**config.mk**
```make
export PLATFORM = sky130hd
export DESIGN_NAME = irqoc_top
export DESIGN_NICKNAME = d
export VERILOG_FILES = /design/src/irqoc_pkg.sv /design/src/irqoc_tick.sv /design/src/irqoc_holdoff.sv /design/src/irqoc_top.sv
export SDC_FILE = /design/constraint.sdc
export NUM_CORES = 1
export LEC_CHECK = 0
export BUFFER_PORTS_ARGS = -buffer_cell sky130_fd_sc_hd__buf_4
export CAP_MARGIN = 15
export CORE_MARGIN = 8
export CORE_UTILIZATION = 30
export CTS_BUF_LIST = sky130_fd_sc_hd__clkbuf_8
export CTS_CLUSTER_SIZE = 25
export DETAILED_ROUTE_END_ITERATION = 7
export PLACE_DENSITY = 0.45
export SKIP_CTS_REPAIR_TIMING = 1
export SYNTH_ARGS = -nofsm -noshare
export SYNTH_HDL_FRONTEND = slang
export SYNTH_SLANG_ARGS = --single-unit
```
**constraint.sdc**
```tcl
create_clock -name clk -period 5.8 [get_ports clk]
set_clock_uncertainty 0.15 [all_clocks]
set_input_delay 0.29 -clock clk [delete_from_list [all_inputs] [get_ports clk]]
set_output_delay 0.29 -clock clk [all_outputs]
set_load 0.005 [all_outputs]
```
**src/irqoc_pkg.sv**
```systemverilog
package irqoc_pkg;

  // ---------------------------------------------------------------------------
  // register map, byte addresses on the host register port
  // ---------------------------------------------------------------------------
  localparam logic [7:0]  ADDR_IDENT       = 8'h50;
  localparam logic [7:0]  ADDR_CFG         = 8'h54;
  localparam logic [7:0]  ADDR_FLAGS       = 8'h58;
  localparam logic [7:0]  ADDR_MASK        = 8'h5C;

  // ---------------------------------------------------------------------------
  // field positions
  // ---------------------------------------------------------------------------
  localparam int          CFG_INTERVAL_LSB = 24;
  localparam int          CFG_RESTART_BIT  = 14;
  localparam int          CFG_ACTIVE_BIT   = 13;
  localparam int          CFG_COMBINED_BIT = 12;
  localparam int          CFG_PIN_EN_BIT   = 8;
  localparam int          CFG_POL_BIT      = 4;
  localparam int          CFG_DRV_BIT      = 0;
  localparam int          IDENT_DESIGN_LSB = 16;
  localparam int          WAKE_BIT         = 17;

  // implemented source bits; reserved bits read as zero
  localparam logic [31:0] SRC_IMPL_MASK    = 32'h83BFE7FF;

  // ---------------------------------------------------------------------------
  // reset values
  // ---------------------------------------------------------------------------
  localparam logic [31:0] FLAGS_RESET      = 32'h00000000;
  localparam logic [31:0] MASK_RESET       = 32'h00000000;
  localparam logic [7:0]  INTERVAL_RESET   = 8'h00;
  localparam logic        PIN_EN_RESET     = 1'b0;
  localparam logic        POL_RESET        = 1'b0;
  localparam logic        DRV_RESET        = 1'b0;

  // ---------------------------------------------------------------------------
  // timing
  // ---------------------------------------------------------------------------
  localparam int          HOLDOFF_UNIT_NS  = 10000;
  localparam int          CLK_PERIOD_NS    = 8;
  localparam int          TICK_CYCLES      = (HOLDOFF_UNIT_NS + CLK_PERIOD_NS - 1) / CLK_PERIOD_NS;
  localparam int          TICK_W           = 11;
  localparam logic [10:0] TICK_LAST        = 11'(TICK_CYCLES - 1);
  localparam int          CYC_W            = 19;

  // ---------------------------------------------------------------------------
  // types
  // ---------------------------------------------------------------------------
  typedef struct packed {
    logic        wr;
    logic        rd;
    logic [7:0]  addr;
    logic [31:0] wdata;
  } irqoc_req_s;

  typedef struct packed {
    logic [7:0]  interval;
    logic        pin_en;
    logic        pol;
    logic        drv;
  } irqoc_cfg_s;

  typedef enum logic [1:0] {
    HO_IDLE = 2'b01,
    HO_HOLD = 2'b10
  } irqoc_hold_e;

endpackage

```
**src/irqoc_tick.sv**
```systemverilog
`timescale 1ns/1ns
module irqoc_tick (
  input  wire logic clk,
  input  wire logic reset_n,
  input  wire logic clr,
  output logic      tick
);

  logic [irqoc_pkg::TICK_W-1:0] cnt_q;
  logic [irqoc_pkg::TICK_W-1:0] cnt_d;

  // realigned on clr so an interval is a whole number of ticks
  always_comb begin
    if (clr || cnt_q == irqoc_pkg::TICK_LAST) begin
      cnt_d = '0;
    end else begin
      cnt_d = cnt_q + 11'h001;
    end
    tick = (cnt_q == irqoc_pkg::TICK_LAST) && !clr;
  end

  always_ff @(posedge clk) begin
    if (!reset_n) begin
      cnt_q <= '0;
    end else begin
      cnt_q <= cnt_d;
    end
  end

endmodule // irqoc_tick

```
**src/irqoc_holdoff.sv**
```systemverilog
`timescale 1ns/1ns
module irqoc_holdoff (
  input  wire logic       clk,
  input  wire logic       reset_n,
  input  wire logic       soft_rst,
  input  wire logic       tick,
  input  wire logic       begin_hold,
  input  wire logic [7:0] interval,
  output logic            active
);

  irqoc_pkg::irqoc_hold_e state_q;
  irqoc_pkg::irqoc_hold_e state_d;
  logic [7:0]             count_q;
  logic [7:0]             count_d;
  logic [7:0]             limit_q;
  logic [7:0]             limit_d;
  logic                   cancel;

  assign cancel = (interval == 8'h00);
  assign active = (state_q == irqoc_pkg::HO_HOLD);

  always_comb begin
    state_d = state_q;
    count_d = count_q;
    limit_d = limit_q;
    case (state_q)
      irqoc_pkg::HO_IDLE: begin
        if (begin_hold && !cancel) begin
          state_d = irqoc_pkg::HO_HOLD;
          count_d = 8'h00;
          limit_d = interval;
        end
      end
      irqoc_pkg::HO_HOLD: begin
        if (cancel) begin
          state_d = irqoc_pkg::HO_IDLE;
          count_d = 8'h00;
        end else if (begin_hold) begin
          count_d = 8'h00;
          limit_d = interval;
        end else if (tick) begin
          count_d = count_q + 8'h01;
          if (count_q + 8'h01 == limit_q) begin
            state_d = irqoc_pkg::HO_IDLE;
            count_d = 8'h00;
          end
        end
      end
      default: begin
        state_d = irqoc_pkg::HO_IDLE;
        count_d = 8'h00;
      end
    endcase
    if (soft_rst) begin
      state_d = irqoc_pkg::HO_IDLE;
      count_d = 8'h00;
    end
  end

  always_ff @(posedge clk) begin
    if (!reset_n) begin
      state_q <= irqoc_pkg::HO_IDLE;
      count_q <= 8'h00;
      limit_q <= 8'h00;
    end else begin
      state_q <= state_d;
      count_q <= count_d;
      limit_q <= limit_d;
    end
  end

  // ---------------------------------------------------------------------------
  // checks
  // ---------------------------------------------------------------------------
  logic [irqoc_pkg::CYC_W-1:0] cyc_q;

  always_ff @(posedge clk) begin
    if (!reset_n) begin
      cyc_q <= '0;
    end else if (begin_hold) begin
      cyc_q <= 19'h00001;
    end else if (active) begin
      cyc_q <= cyc_q + 19'h00001;
    end
  end
endmodule // irqoc_holdoff

```
**src/irqoc_top.sv**
```systemverilog
`timescale 1ns/1ns
// Operation
// - hold-off interval sits in config bits 31:24, units of 10 us
// - interval zero disables hold-off, clears counter, delivers pending requests
// - a new non-zero interval governs every later hold-off
// - wake event request is never held off
// - writing one to bit 14 restarts the interval; bit reads zero
// - bit 13 shows hold-off running; requests withheld from pin meanwhile
// - bit 12 shows combined request line, ignoring pin enable and hold-off
// - pin enable bit 8 clear keeps pin deasserted; flags unaffected
// - polarity bit 4: zero active low, one active high
// - driver bit 0: zero open-drain, one push-pull
// - open-drain mode ignores polarity, always active low
// - identity register: design code high half, revision low half
// - polarity and driver bits survive soft reset, cleared by system reset
// - writing one to a flag clears it, zero leaves it
module irqoc_top #(
  parameter logic [15:0] DESIGN_CODE = 16'h1D5A,  // arbitrary value
  parameter logic [15:0] REVISION    = 16'h0003   // arbitrary value
) (
  input  wire logic                  clk,
  input  wire logic                  reset_n,
  input  wire logic                  soft_rst,
  input  wire irqoc_pkg::irqoc_req_s req,
  output logic [31:0]                rdata,
  input  wire logic [31:0]           src_event,
  output logic                       irq_pin_out,
  output logic                       irq_pin_oe
);

  // ---------------------------------------------------------------------------
  // decode
  // ---------------------------------------------------------------------------
  function automatic logic hit(input irqoc_pkg::irqoc_req_s r, input logic [7:0] a);
    hit = (r.addr == a);
  endfunction

  logic wr_cfg;
  logic wr_flags;
  logic wr_mask;
  logic restart;

  assign wr_cfg   = req.wr && hit(req, irqoc_pkg::ADDR_CFG);
  assign wr_flags = req.wr && hit(req, irqoc_pkg::ADDR_FLAGS);
  assign wr_mask  = req.wr && hit(req, irqoc_pkg::ADDR_MASK);
  assign restart  = wr_cfg && req.wdata[irqoc_pkg::CFG_RESTART_BIT];

  // ---------------------------------------------------------------------------
  // configuration
  // ---------------------------------------------------------------------------
  irqoc_pkg::irqoc_cfg_s cfg_q;
  irqoc_pkg::irqoc_cfg_s cfg_d;

  always_comb begin
    cfg_d = cfg_q;
    if (wr_cfg) begin
      cfg_d.interval = req.wdata[irqoc_pkg::CFG_INTERVAL_LSB +: 8];
      cfg_d.pin_en   = req.wdata[irqoc_pkg::CFG_PIN_EN_BIT];
      cfg_d.pol      = req.wdata[irqoc_pkg::CFG_POL_BIT];
      cfg_d.drv      = req.wdata[irqoc_pkg::CFG_DRV_BIT];
    end
    // polarity and driver style are left alone by soft reset
    if (soft_rst) begin
      cfg_d.interval = irqoc_pkg::INTERVAL_RESET;
      cfg_d.pin_en   = irqoc_pkg::PIN_EN_RESET;
    end
  end

  always_ff @(posedge clk) begin
    if (!reset_n) begin
      cfg_q.interval <= irqoc_pkg::INTERVAL_RESET;
      cfg_q.pin_en   <= irqoc_pkg::PIN_EN_RESET;
      cfg_q.pol      <= irqoc_pkg::POL_RESET;
      cfg_q.drv      <= irqoc_pkg::DRV_RESET;
    end else begin
      cfg_q <= cfg_d;
    end
  end

  // ---------------------------------------------------------------------------
  // source flags and mask
  // ---------------------------------------------------------------------------
  logic [31:0] flags_q;
  logic [31:0] flags_d;
  logic [31:0] mask_q;
  logic [31:0] mask_d;
  logic [31:0] clr_bits;

  always_comb begin
    clr_bits = wr_flags ? req.wdata : 32'h00000000;
    // a new event in the clearing cycle survives
    flags_d  = ((flags_q & ~clr_bits) | src_event) & irqoc_pkg::SRC_IMPL_MASK;
    mask_d   = wr_mask ? (req.wdata & irqoc_pkg::SRC_IMPL_MASK) : mask_q;
    if (soft_rst) begin
      flags_d = irqoc_pkg::FLAGS_RESET;
      mask_d  = irqoc_pkg::MASK_RESET;
    end
  end

  always_ff @(posedge clk) begin
    if (!reset_n) begin
      flags_q <= irqoc_pkg::FLAGS_RESET;
      mask_q  <= irqoc_pkg::MASK_RESET;
    end else begin
      flags_q <= flags_d;
      mask_q  <= mask_d;
    end
  end

  // ---------------------------------------------------------------------------
  // request combining and hold-off
  // ---------------------------------------------------------------------------
  logic [31:0] pending;
  logic        combined;
  logic        wake_req;
  logic        other_req;
  logic        active;
  logic        tick;
  logic        irq_on_q;
  logic        irq_on_d;
  logic        begin_hold;

  assign pending   = flags_q & mask_q;
  assign combined  = |pending;
  assign wake_req  = pending[irqoc_pkg::WAKE_BIT];
  assign other_req = |(pending & ~(32'h00000001 << irqoc_pkg::WAKE_BIT));

  always_comb begin
    // wake path bypasses the hold-off gate
    irq_on_d = cfg_q.pin_en && (wake_req || (other_req && !active));
    if (soft_rst) begin
      irq_on_d = 1'b0;
    end
    // restart may also land while the pin is asserted; it then withdraws it
    begin_hold = (restart || (irq_on_q && !irq_on_d && !active))
                 && (cfg_d.interval != 8'h00);
  end

  irqoc_tick u_tick (
    .clk     (clk),
    .reset_n (reset_n),
    .clr     (begin_hold),
    .tick    (tick)
  );

  irqoc_holdoff u_holdoff (
    .clk        (clk),
    .reset_n    (reset_n),
    .soft_rst   (soft_rst),
    .tick       (tick),
    .begin_hold (begin_hold),
    .interval   (cfg_d.interval),
    .active     (active)
  );

  // ---------------------------------------------------------------------------
  // pin driver
  // ---------------------------------------------------------------------------
  logic pin_out_d;
  logic pin_oe_d;

  always_comb begin
    if (cfg_q.drv) begin
      pin_oe_d  = 1'b1;
      pin_out_d = cfg_q.pol ? irq_on_d : !irq_on_d;
    end else begin
      // open drain: pull low to assert, release otherwise
      pin_oe_d  = irq_on_d;
      pin_out_d = 1'b0;
    end
  end

  always_ff @(posedge clk) begin
    if (!reset_n) begin
      irq_on_q    <= 1'b0;
      irq_pin_out <= 1'b0;
      irq_pin_oe  <= 1'b0;
    end else begin
      irq_on_q    <= irq_on_d;
      irq_pin_out <= pin_out_d;
      irq_pin_oe  <= pin_oe_d;
    end
  end

  // ---------------------------------------------------------------------------
  // read path
  // ---------------------------------------------------------------------------
  function automatic logic [31:0] cfg_word(input irqoc_pkg::irqoc_cfg_s c, input logic act,
                                           input logic comb);
    logic [31:0] w;
    w = 32'h00000000;
    w[irqoc_pkg::CFG_INTERVAL_LSB +: 8] = c.interval;
    w[irqoc_pkg::CFG_ACTIVE_BIT]        = act;
    w[irqoc_pkg::CFG_COMBINED_BIT]      = comb;
    w[irqoc_pkg::CFG_PIN_EN_BIT]        = c.pin_en;
    w[irqoc_pkg::CFG_POL_BIT]           = c.pol;
    w[irqoc_pkg::CFG_DRV_BIT]           = c.drv;
    cfg_word = w;
  endfunction

  logic [31:0] rdata_d;

  always_comb begin
    rdata_d = rdata;
    if (req.rd) begin
      case (req.addr)
        irqoc_pkg::ADDR_IDENT: rdata_d = {DESIGN_CODE, REVISION};
        irqoc_pkg::ADDR_CFG:   rdata_d = cfg_word(cfg_q, active, combined);
        irqoc_pkg::ADDR_FLAGS: rdata_d = flags_q;
        irqoc_pkg::ADDR_MASK:  rdata_d = mask_q;
        default:               rdata_d = 32'h00000000;
      endcase
    end
  end

  always_ff @(posedge clk) begin
    if (!reset_n) begin
      rdata <= 32'h00000000;
    end else begin
      rdata <= rdata_d;
    end
  end
endmodule // irqoc_top

```
Word-level counts from Yosys, hierarchy flattened
Cells that the tools add are included.
{"block": "op_classes", "n_addsub": 2, "eq_ne": 15, "muxes": 23, "n_bitwise": 5, "n_reduce_logical": 29}
{"op": "$pmux 32 s4", "n": 1}
{"op": "$and 32x32->32", "n": 2}
{"op": "$mux 8", "n": 8}
{"op": "$eq 8x7->1 const B", "n": 4}
{"op": "$mux 32", "n": 1}
{"op": "$not 32->32", "n": 1}
{"op": "$or 32x32->32", "n": 1}
{"op": "$pmux 8 s2", "n": 2}
{"op": "$reduce_or 32->1", "n": 1}
{"op": "$reduce_or 31->1", "n": 1}
{"op": "$add 11x1->11 const B", "n": 1}
{"op": "$eq 11x11->1 const B", "n": 1}
{"op": "$logic_and 1x1->1", "n": 11}
{"op": "$mux 11", "n": 1}
{"op": "$mux 2", "n": 5}
{"op": "$mux 9", "n": 1}
{"op": "$add 8x1->8 const B", "n": 1}
{"op": "$eq 8x8->1", "n": 1}
{"op": "$logic_not 8->1", "n": 1}
{"op": "$reduce_and 4->1", "n": 2}
{"op": "$reduce_bool 8->1", "n": 1}
{"op": "$ne 3x1->1 const B", "n": 2}
{"op": "$logic_not 1->1", "n": 4}
{"op": "$ne 2x1->1 const B", "n": 2}
{"op": "12 further kinds", "n": 18}
{"block": "word_totals", "regBits": 131, "inputBits": 77, "wordCells": 89}

Logic depth before layout (Yosys ltp)
{"block": "logic_depth", "depth_word": 17, "mapped_depth": 9, "mapped_depth_nobuf": 8}

Modules after synthesis
A second synthesis with hierarchy kept.
{"block": "unflattened", "cells_unflattened": 652, "area_unflattened_um2": 5500.3}
{"module": "irqoc_top", "n_inst": 1, "cells_each": 483, "area_per_inst_um2": 3978.8, "seq_area_each_um2": 1861.8}
{"module": "irqoc_holdoff", "n_inst": 1, "cells_each": 113, "area_per_inst_um2": 1008.5, "seq_area_each_um2": 360.3}
{"module": "irqoc_tick", "n_inst": 1, "cells_each": 56, "area_per_inst_um2": 513.0, "seq_area_each_um2": 220.2}

Worst setup path after synthesis
No wires, ideal clock.
{"block": "synth_timing", "path_kind": "input port to flip-flop", "start": "in req[35] in the netlist's numbering", "end": "reg u_holdoff.state_q[0]", "setup_ns": 0.120, "arrival_time_ns": 1.841, "t_required_ns": 5.530, "path_slack_ns": 3.690, "cell_stages": 8, "path_buffers": 3, "path_cell_list": "buf_2 -> nor3b_4 -> nand4_2 -> mux2i_4 -> a21o_1 -> clkbuf_2 -> buf_4 -> a211o_1"}
{"block": "synth_via", "elab_chain_cells": 10}
{"item": "from (decl)", "line_no": "irqoc_top.sv:24", "rtl": "input wire irqoc_pkg::irqoc_req_s req,"}
{"item": "$eq 8x7->1 (*)", "line_no": "irqoc_top.sv:35", "rtl": "hit = (r.addr == a);"}
{"item": "$logic_and 1x1->1 (*)", "line_no": "irqoc_top.sv:43", "rtl": "assign wr_cfg = req.wr && hit(req, irqoc_pkg::ADDR_CFG);"}
{"item": "$mux 11", "line_no": "irqoc_top.sv:56", "rtl": "if (wr_cfg) begin"}
{"item": "$mux 9", "line_no": "irqoc_top.sv:63", "rtl": "if (soft_rst) begin"}
{"item": "$reduce_bool 8->1", "line_no": "irqoc_top.sv:136", "rtl": "&& (cfg_d.interval != 8'h00);"}
{"item": "$logic_and 1x1->1", "line_no": "irqoc_top.sv:136"}
{"item": "$logic_not 1->1", "line_no": "irqoc_tick.sv:19", "rtl": "tick = (cnt_q == irqoc_pkg::TICK_LAST) && !clr;"}
{"item": "$logic_and 1x1->1", "line_no": "irqoc_tick.sv:19"}
{"item": "$ne 3x1->1 (no line)"}
{"item": "$reduce_and 4->1 (no line)"}
{"item": "to (signal assigned)", "line_no": "irqoc_holdoff.sv:63", "rtl": "state_q <= irqoc_pkg::HO_IDLE;"}
{"item": "to (signal assigned)", "line_no": "irqoc_holdoff.sv:67", "rtl": "state_q <= state_d;"}
{"item": "to (decl)", "line_no": "irqoc_holdoff.sv:12", "rtl": "irqoc_pkg::irqoc_hold_e state_q;"}
Every way passes the cells marked *; elsewhere a longest branch is shown, timed or not.
A chain may end at the register's enable or synchronous reset.

Worst setup path in the final report
{"block": "layout_timing", "start": "in req[33] in the netlist's numbering", "end": "reg flags_q[23]"}
{"block": "layout_via", "elab_chain_cells": 6}
{"item": "$eq 8x7->1", "line_no": "irqoc_top.sv:35"}
{"item": "$logic_and 1x1->1", "line_no": "irqoc_top.sv:44", "rtl": "assign wr_flags = req.wr && hit(req, irqoc_pkg::ADDR_FLAGS);"}
{"item": "$mux 32", "line_no": "irqoc_top.sv:90", "rtl": "clr_bits = wr_flags ? req.wdata : 32'h00000000;"}
{"item": "$not 32->32", "line_no": "irqoc_top.sv:92", "rtl": "flags_d = ((flags_q & ~clr_bits) | src_event) & irqoc_pkg::SRC_IMPL_MASK;"}
{"item": "$and 32x32->32", "line_no": "irqoc_top.sv:92"}
{"item": "$or 32x32->32", "line_no": "irqoc_top.sv:92"}
{"item": "to (signal assigned)", "line_no": "irqoc_top.sv:102", "rtl": "flags_q <= irqoc_pkg::FLAGS_RESET;"}
{"item": "to (signal assigned)", "line_no": "irqoc_top.sv:105", "rtl": "flags_q <= flags_d;"}
{"item": "to (decl)", "line_no": "irqoc_top.sv:83", "rtl": "logic [31:0] flags_q;"}
No other way between the ends.

==> summary.txt <==
Run status
  – Outcome: finished with violations
  – Violated checks: negative hold slack

Setup path
  – CP endpoint kind: flip-flop
  – Crit path depth: 8
  – Crit path launch type: input pin
  – Reg-to-Reg Start: mask_q[20]
  – Top delay family on crit path: simple AND/OR/NAND/NOR gates
  – Crit path max-delay cell type: and4b_1
  – Data required time at the worst endpoint: 5.96 ns
  – Crit-path cells: buf_4, nor4b_4, and3b_1, and4b_1, nand2_1, a21oi_1, dlygate4sd3_1, nor2_1
  – Worst r2r dst: u_tick.cnt_q[7]
  – R2R Setup Slk: 3.20 ns
  – Bufs and invs on worst path: 2
  – WP data arrival: 3.19 ns
  – Worst Path Max Fanout: 24
  – Max incr delay on CP: 1.04 ns
  – Worst R2R Path Depth: 7
  – WS Path Type: input pin to flip-flop

Place
  – I/O Buffers: 98
  – DP HPWL: 12300 um
  – Placed cell count: 966
  – Gpl congestion: 0.828
  – Placement-stage worst setup slack: 2.73 ns

Die
  – Die H: 153 um
  – Num rows: 50
  – Core Region: 18500 um2
  – Ports: 111
  – Full die area: 23300 um2
  – Die W: 153 um
  – Initial core utilization: 0.303

CTS
  – CTS buffer count: 17
  – Maximum clock path buffer count: 2
  – Clock Latency Late Sink: 0.44 ns
  – Clock transition at path regs: 0.08 ns
  – CTS tree: done
  – H-tree depth: 4
  – Clock sink total: 122
  – CTS root buf: clkbuf_8

STA
  – Setup TNS: 0 ns
  – RSZ-0062 raised after global routing: no
  – Final setup vio count: 0
  – Worst hold slack: -0.0129 ns
  – Final hold vios: 2
  – Period utilisation layout: 0.522
  – Max Slew Vio Count: 0
  – Fin crit period: 3.03 ns
  – Setup ws final: 2.77 ns
  – Slew HR: 0.225
  – Worst-Margin Slew: 1.16 ns
  – Max Clk Rate: 330 MHz

Layout
  – Reg area: 2440 um2
  – Layout area overhead: 31.2%
  – Leading cell type in the layout, fill and taps excluded: dfxtp_1
  – Multi-input gate area: 2890 um2
  – Most frequent cells in the layout: dfxtp_1, nand2_1, buf_4
  – Share of post-route cells with drive strength above 1: 0.176
  – Nets: 881
  – Diodes inserted: 0
  – Post-route insts no fill: 1047
  – Layout fillers: 1881

GRT
  – Antenna violations before repair: 0
  – Vias in the first global route: 4980
  – Overflow after GRT: 0
  – Total Routing Usage GR: 0.149
  – Maximum number of pins on one net before global-route repair: 68
  – First-pass GRT wire length: 27400 um

Logic synthesis
  – Synth Register Bits: 122
  – Synth unique cells: 56
  – Post-Syn Nets: 754
  – Fraction of registers with async set/reset: 0
  – Mapped Cells: 674
  – Ys Warns: 0
  – Post-synthesis sequential area ratio: 0.435
  – Synth Cell Area: 5610 um2
  – Post-synth EDFFs: 0
  – Most used flip-flop cell after synthesis: dfxtp_1
  – Syn Area/Cell: 8.33 um2

Pwr
  – PwrDens: 238 nW/um2
  – Comb power frac: 0.076
  – Clock share of power: 0.435
  – NetSw: 0.438 mW
  – Switching Fraction: 0.250
  – VDD IR max: 0.125 mV
  – Leakage power: 2.84 nW
  – Pint: 1.31 mW
  – Sequential share of power: 0.489

Job
  – Max-cap check violation count: 0

Detailed routing
  – Drt initial violations: 284
  – Vias: 5202
  – DR pass1 iterations: 5
  – Vias per inst: 4.97
  – Post-route ant nets: 0
  – DRC Markers: 0
  – Post-Route WL: 17700 um
  – Average wire per standard cell: 16.9 um

Min path
  – Hold_sp: req[30]
  – Worst Hold End: cfg_q[9]
  – Type of the worst min-delay path: input pin to flip-flop
  – WHS Path Cells: 3
-- worst register-to-register path, delay by kind of cell (launching register included) --
family	cells	cell delay, ns
compound gates	4	1.35
buf+inv	1	0.22
simple gates	2	0.38
flops	1	0.36
-- final cells by class --
| type | instances | share of cell area |
|---|---|---|
| clock inverter | 13 | 0.0197 |
| clock buffer | 18 | 0.0336 |
| sequential | 122 | 0.331 |
| timing repair buffer | 151 | 0.171 |
| multi-input combinational | 484 | 0.392 |
| tap | 234 | 0.0397 |
| inverter | 25 | 0.0127 |
-- worst max-delay path by stage --
stage / start / to
floorplan: req[35] / u_holdoff.state_q[0]
global placement: req[33] / u_holdoff.count_q[7]
detailed placement: req[33] / u_holdoff.count_q[4]
CTS: req[33] / u_holdoff.count_q[4]
global route: req[33] / flags_q[23]
finish: req[33] / flags_q[23]
-- sequential cells by signal (all words and copies together), names as in the netlist --
name,flops
u_tick.cnt_q,11
irq_pin_out,1
flags_q,24
cfg_q,11
irq_on_q,1
rdata,31
u_holdoff.limit_q,8
irq_pin_oe,1
mask_q,24
u_holdoff.state_q,2
u_holdoff.count_q,8
-- kinds of logic (layout without fill, tap and decap cells) --
group                      count (synthesis)  count (layout)  synth area share
DFF                                      122             122             0.435
xor gates and xnor gates                  19              19            0.0296
AOI/OAI and AO/OA                        144             144             0.166
and+or+nand+nor                          283             283             0.247
muxes                                     34              34            0.0637
buffers and inverters                     68             207            0.0510
other                                      1               1          0.000668
adders and majority gates                  3               3           0.00669
-- power by group through the flow --
stage / registers (mW) / clock network [mW] / logic (mW)
finish: 0.857 / 0.761 / 0.132
global route: 0.858 / 0.819 / 0.144
CTS: 0.857 / 0.788 / 0.107
detailed placement: 0.876 / 0 / 0.107
global placement: 0.876 / 0 / 0.106
floorplan: 0.873 / 0 / 0.0504
-- per-layer routing --
metal	routed length [um]	up-vias	global-route usage
met3	879	12	0.0417
li1	-	2604	-
met2	8610	158	0.248
met4	195	0	0.0443
met5	0	-	0
met1	8000	2428	0.185
-- metrics by stage --
| step | utilization | cell area [um2] | power (mW) | hold slack, ns |
|---|---|---|---|---|
| 5_1_grt | 0.398 | 7370 | 1.82 | 0.00416 |
| 3_3_place_gp | 0.350 | 6470 | 0.981 | 0.301 |
| 4_1_cts | 0.371 | 6870 | 1.75 | -0.131 |
| 2_1_floorplan | - | 5610 | 0.923 | 0.257 |
| 6_report | 0.398 | 7370 | 1.75 | -0.0129 |
| 3_5_place_dp | 0.350 | 6470 | 0.983 | 0.309 |
-- synth_stat cells, types with 13 or more instances --
| cell | instances | area [um2] |
|---|---|---|
| inv_1 | 25 | 93.8 |
| nand4_1 | 14 | 87.6 |
| nand3_1 | 20 | 100 |
| nor2_1 | 54 | 203 |
| a21oi_1 | 59 | 295 |
| clkbuf_1 | 23 | 86.3 |
| nand2_1 | 108 | 405 |
| and2_1 | 21 | 131 |
| a21boi_0 | 13 | 97.6 |
| o22ai_1 | 19 | 119 |
| dfxtp_1 | 122 | 2440 |
| mux2i_1 | 29 | 290 |
| nand2b_1 | 20 | 125 |
| o211ai_1 | 13 | 97.6 |
No activity file was read; power rests on OpenSTA's default activity.
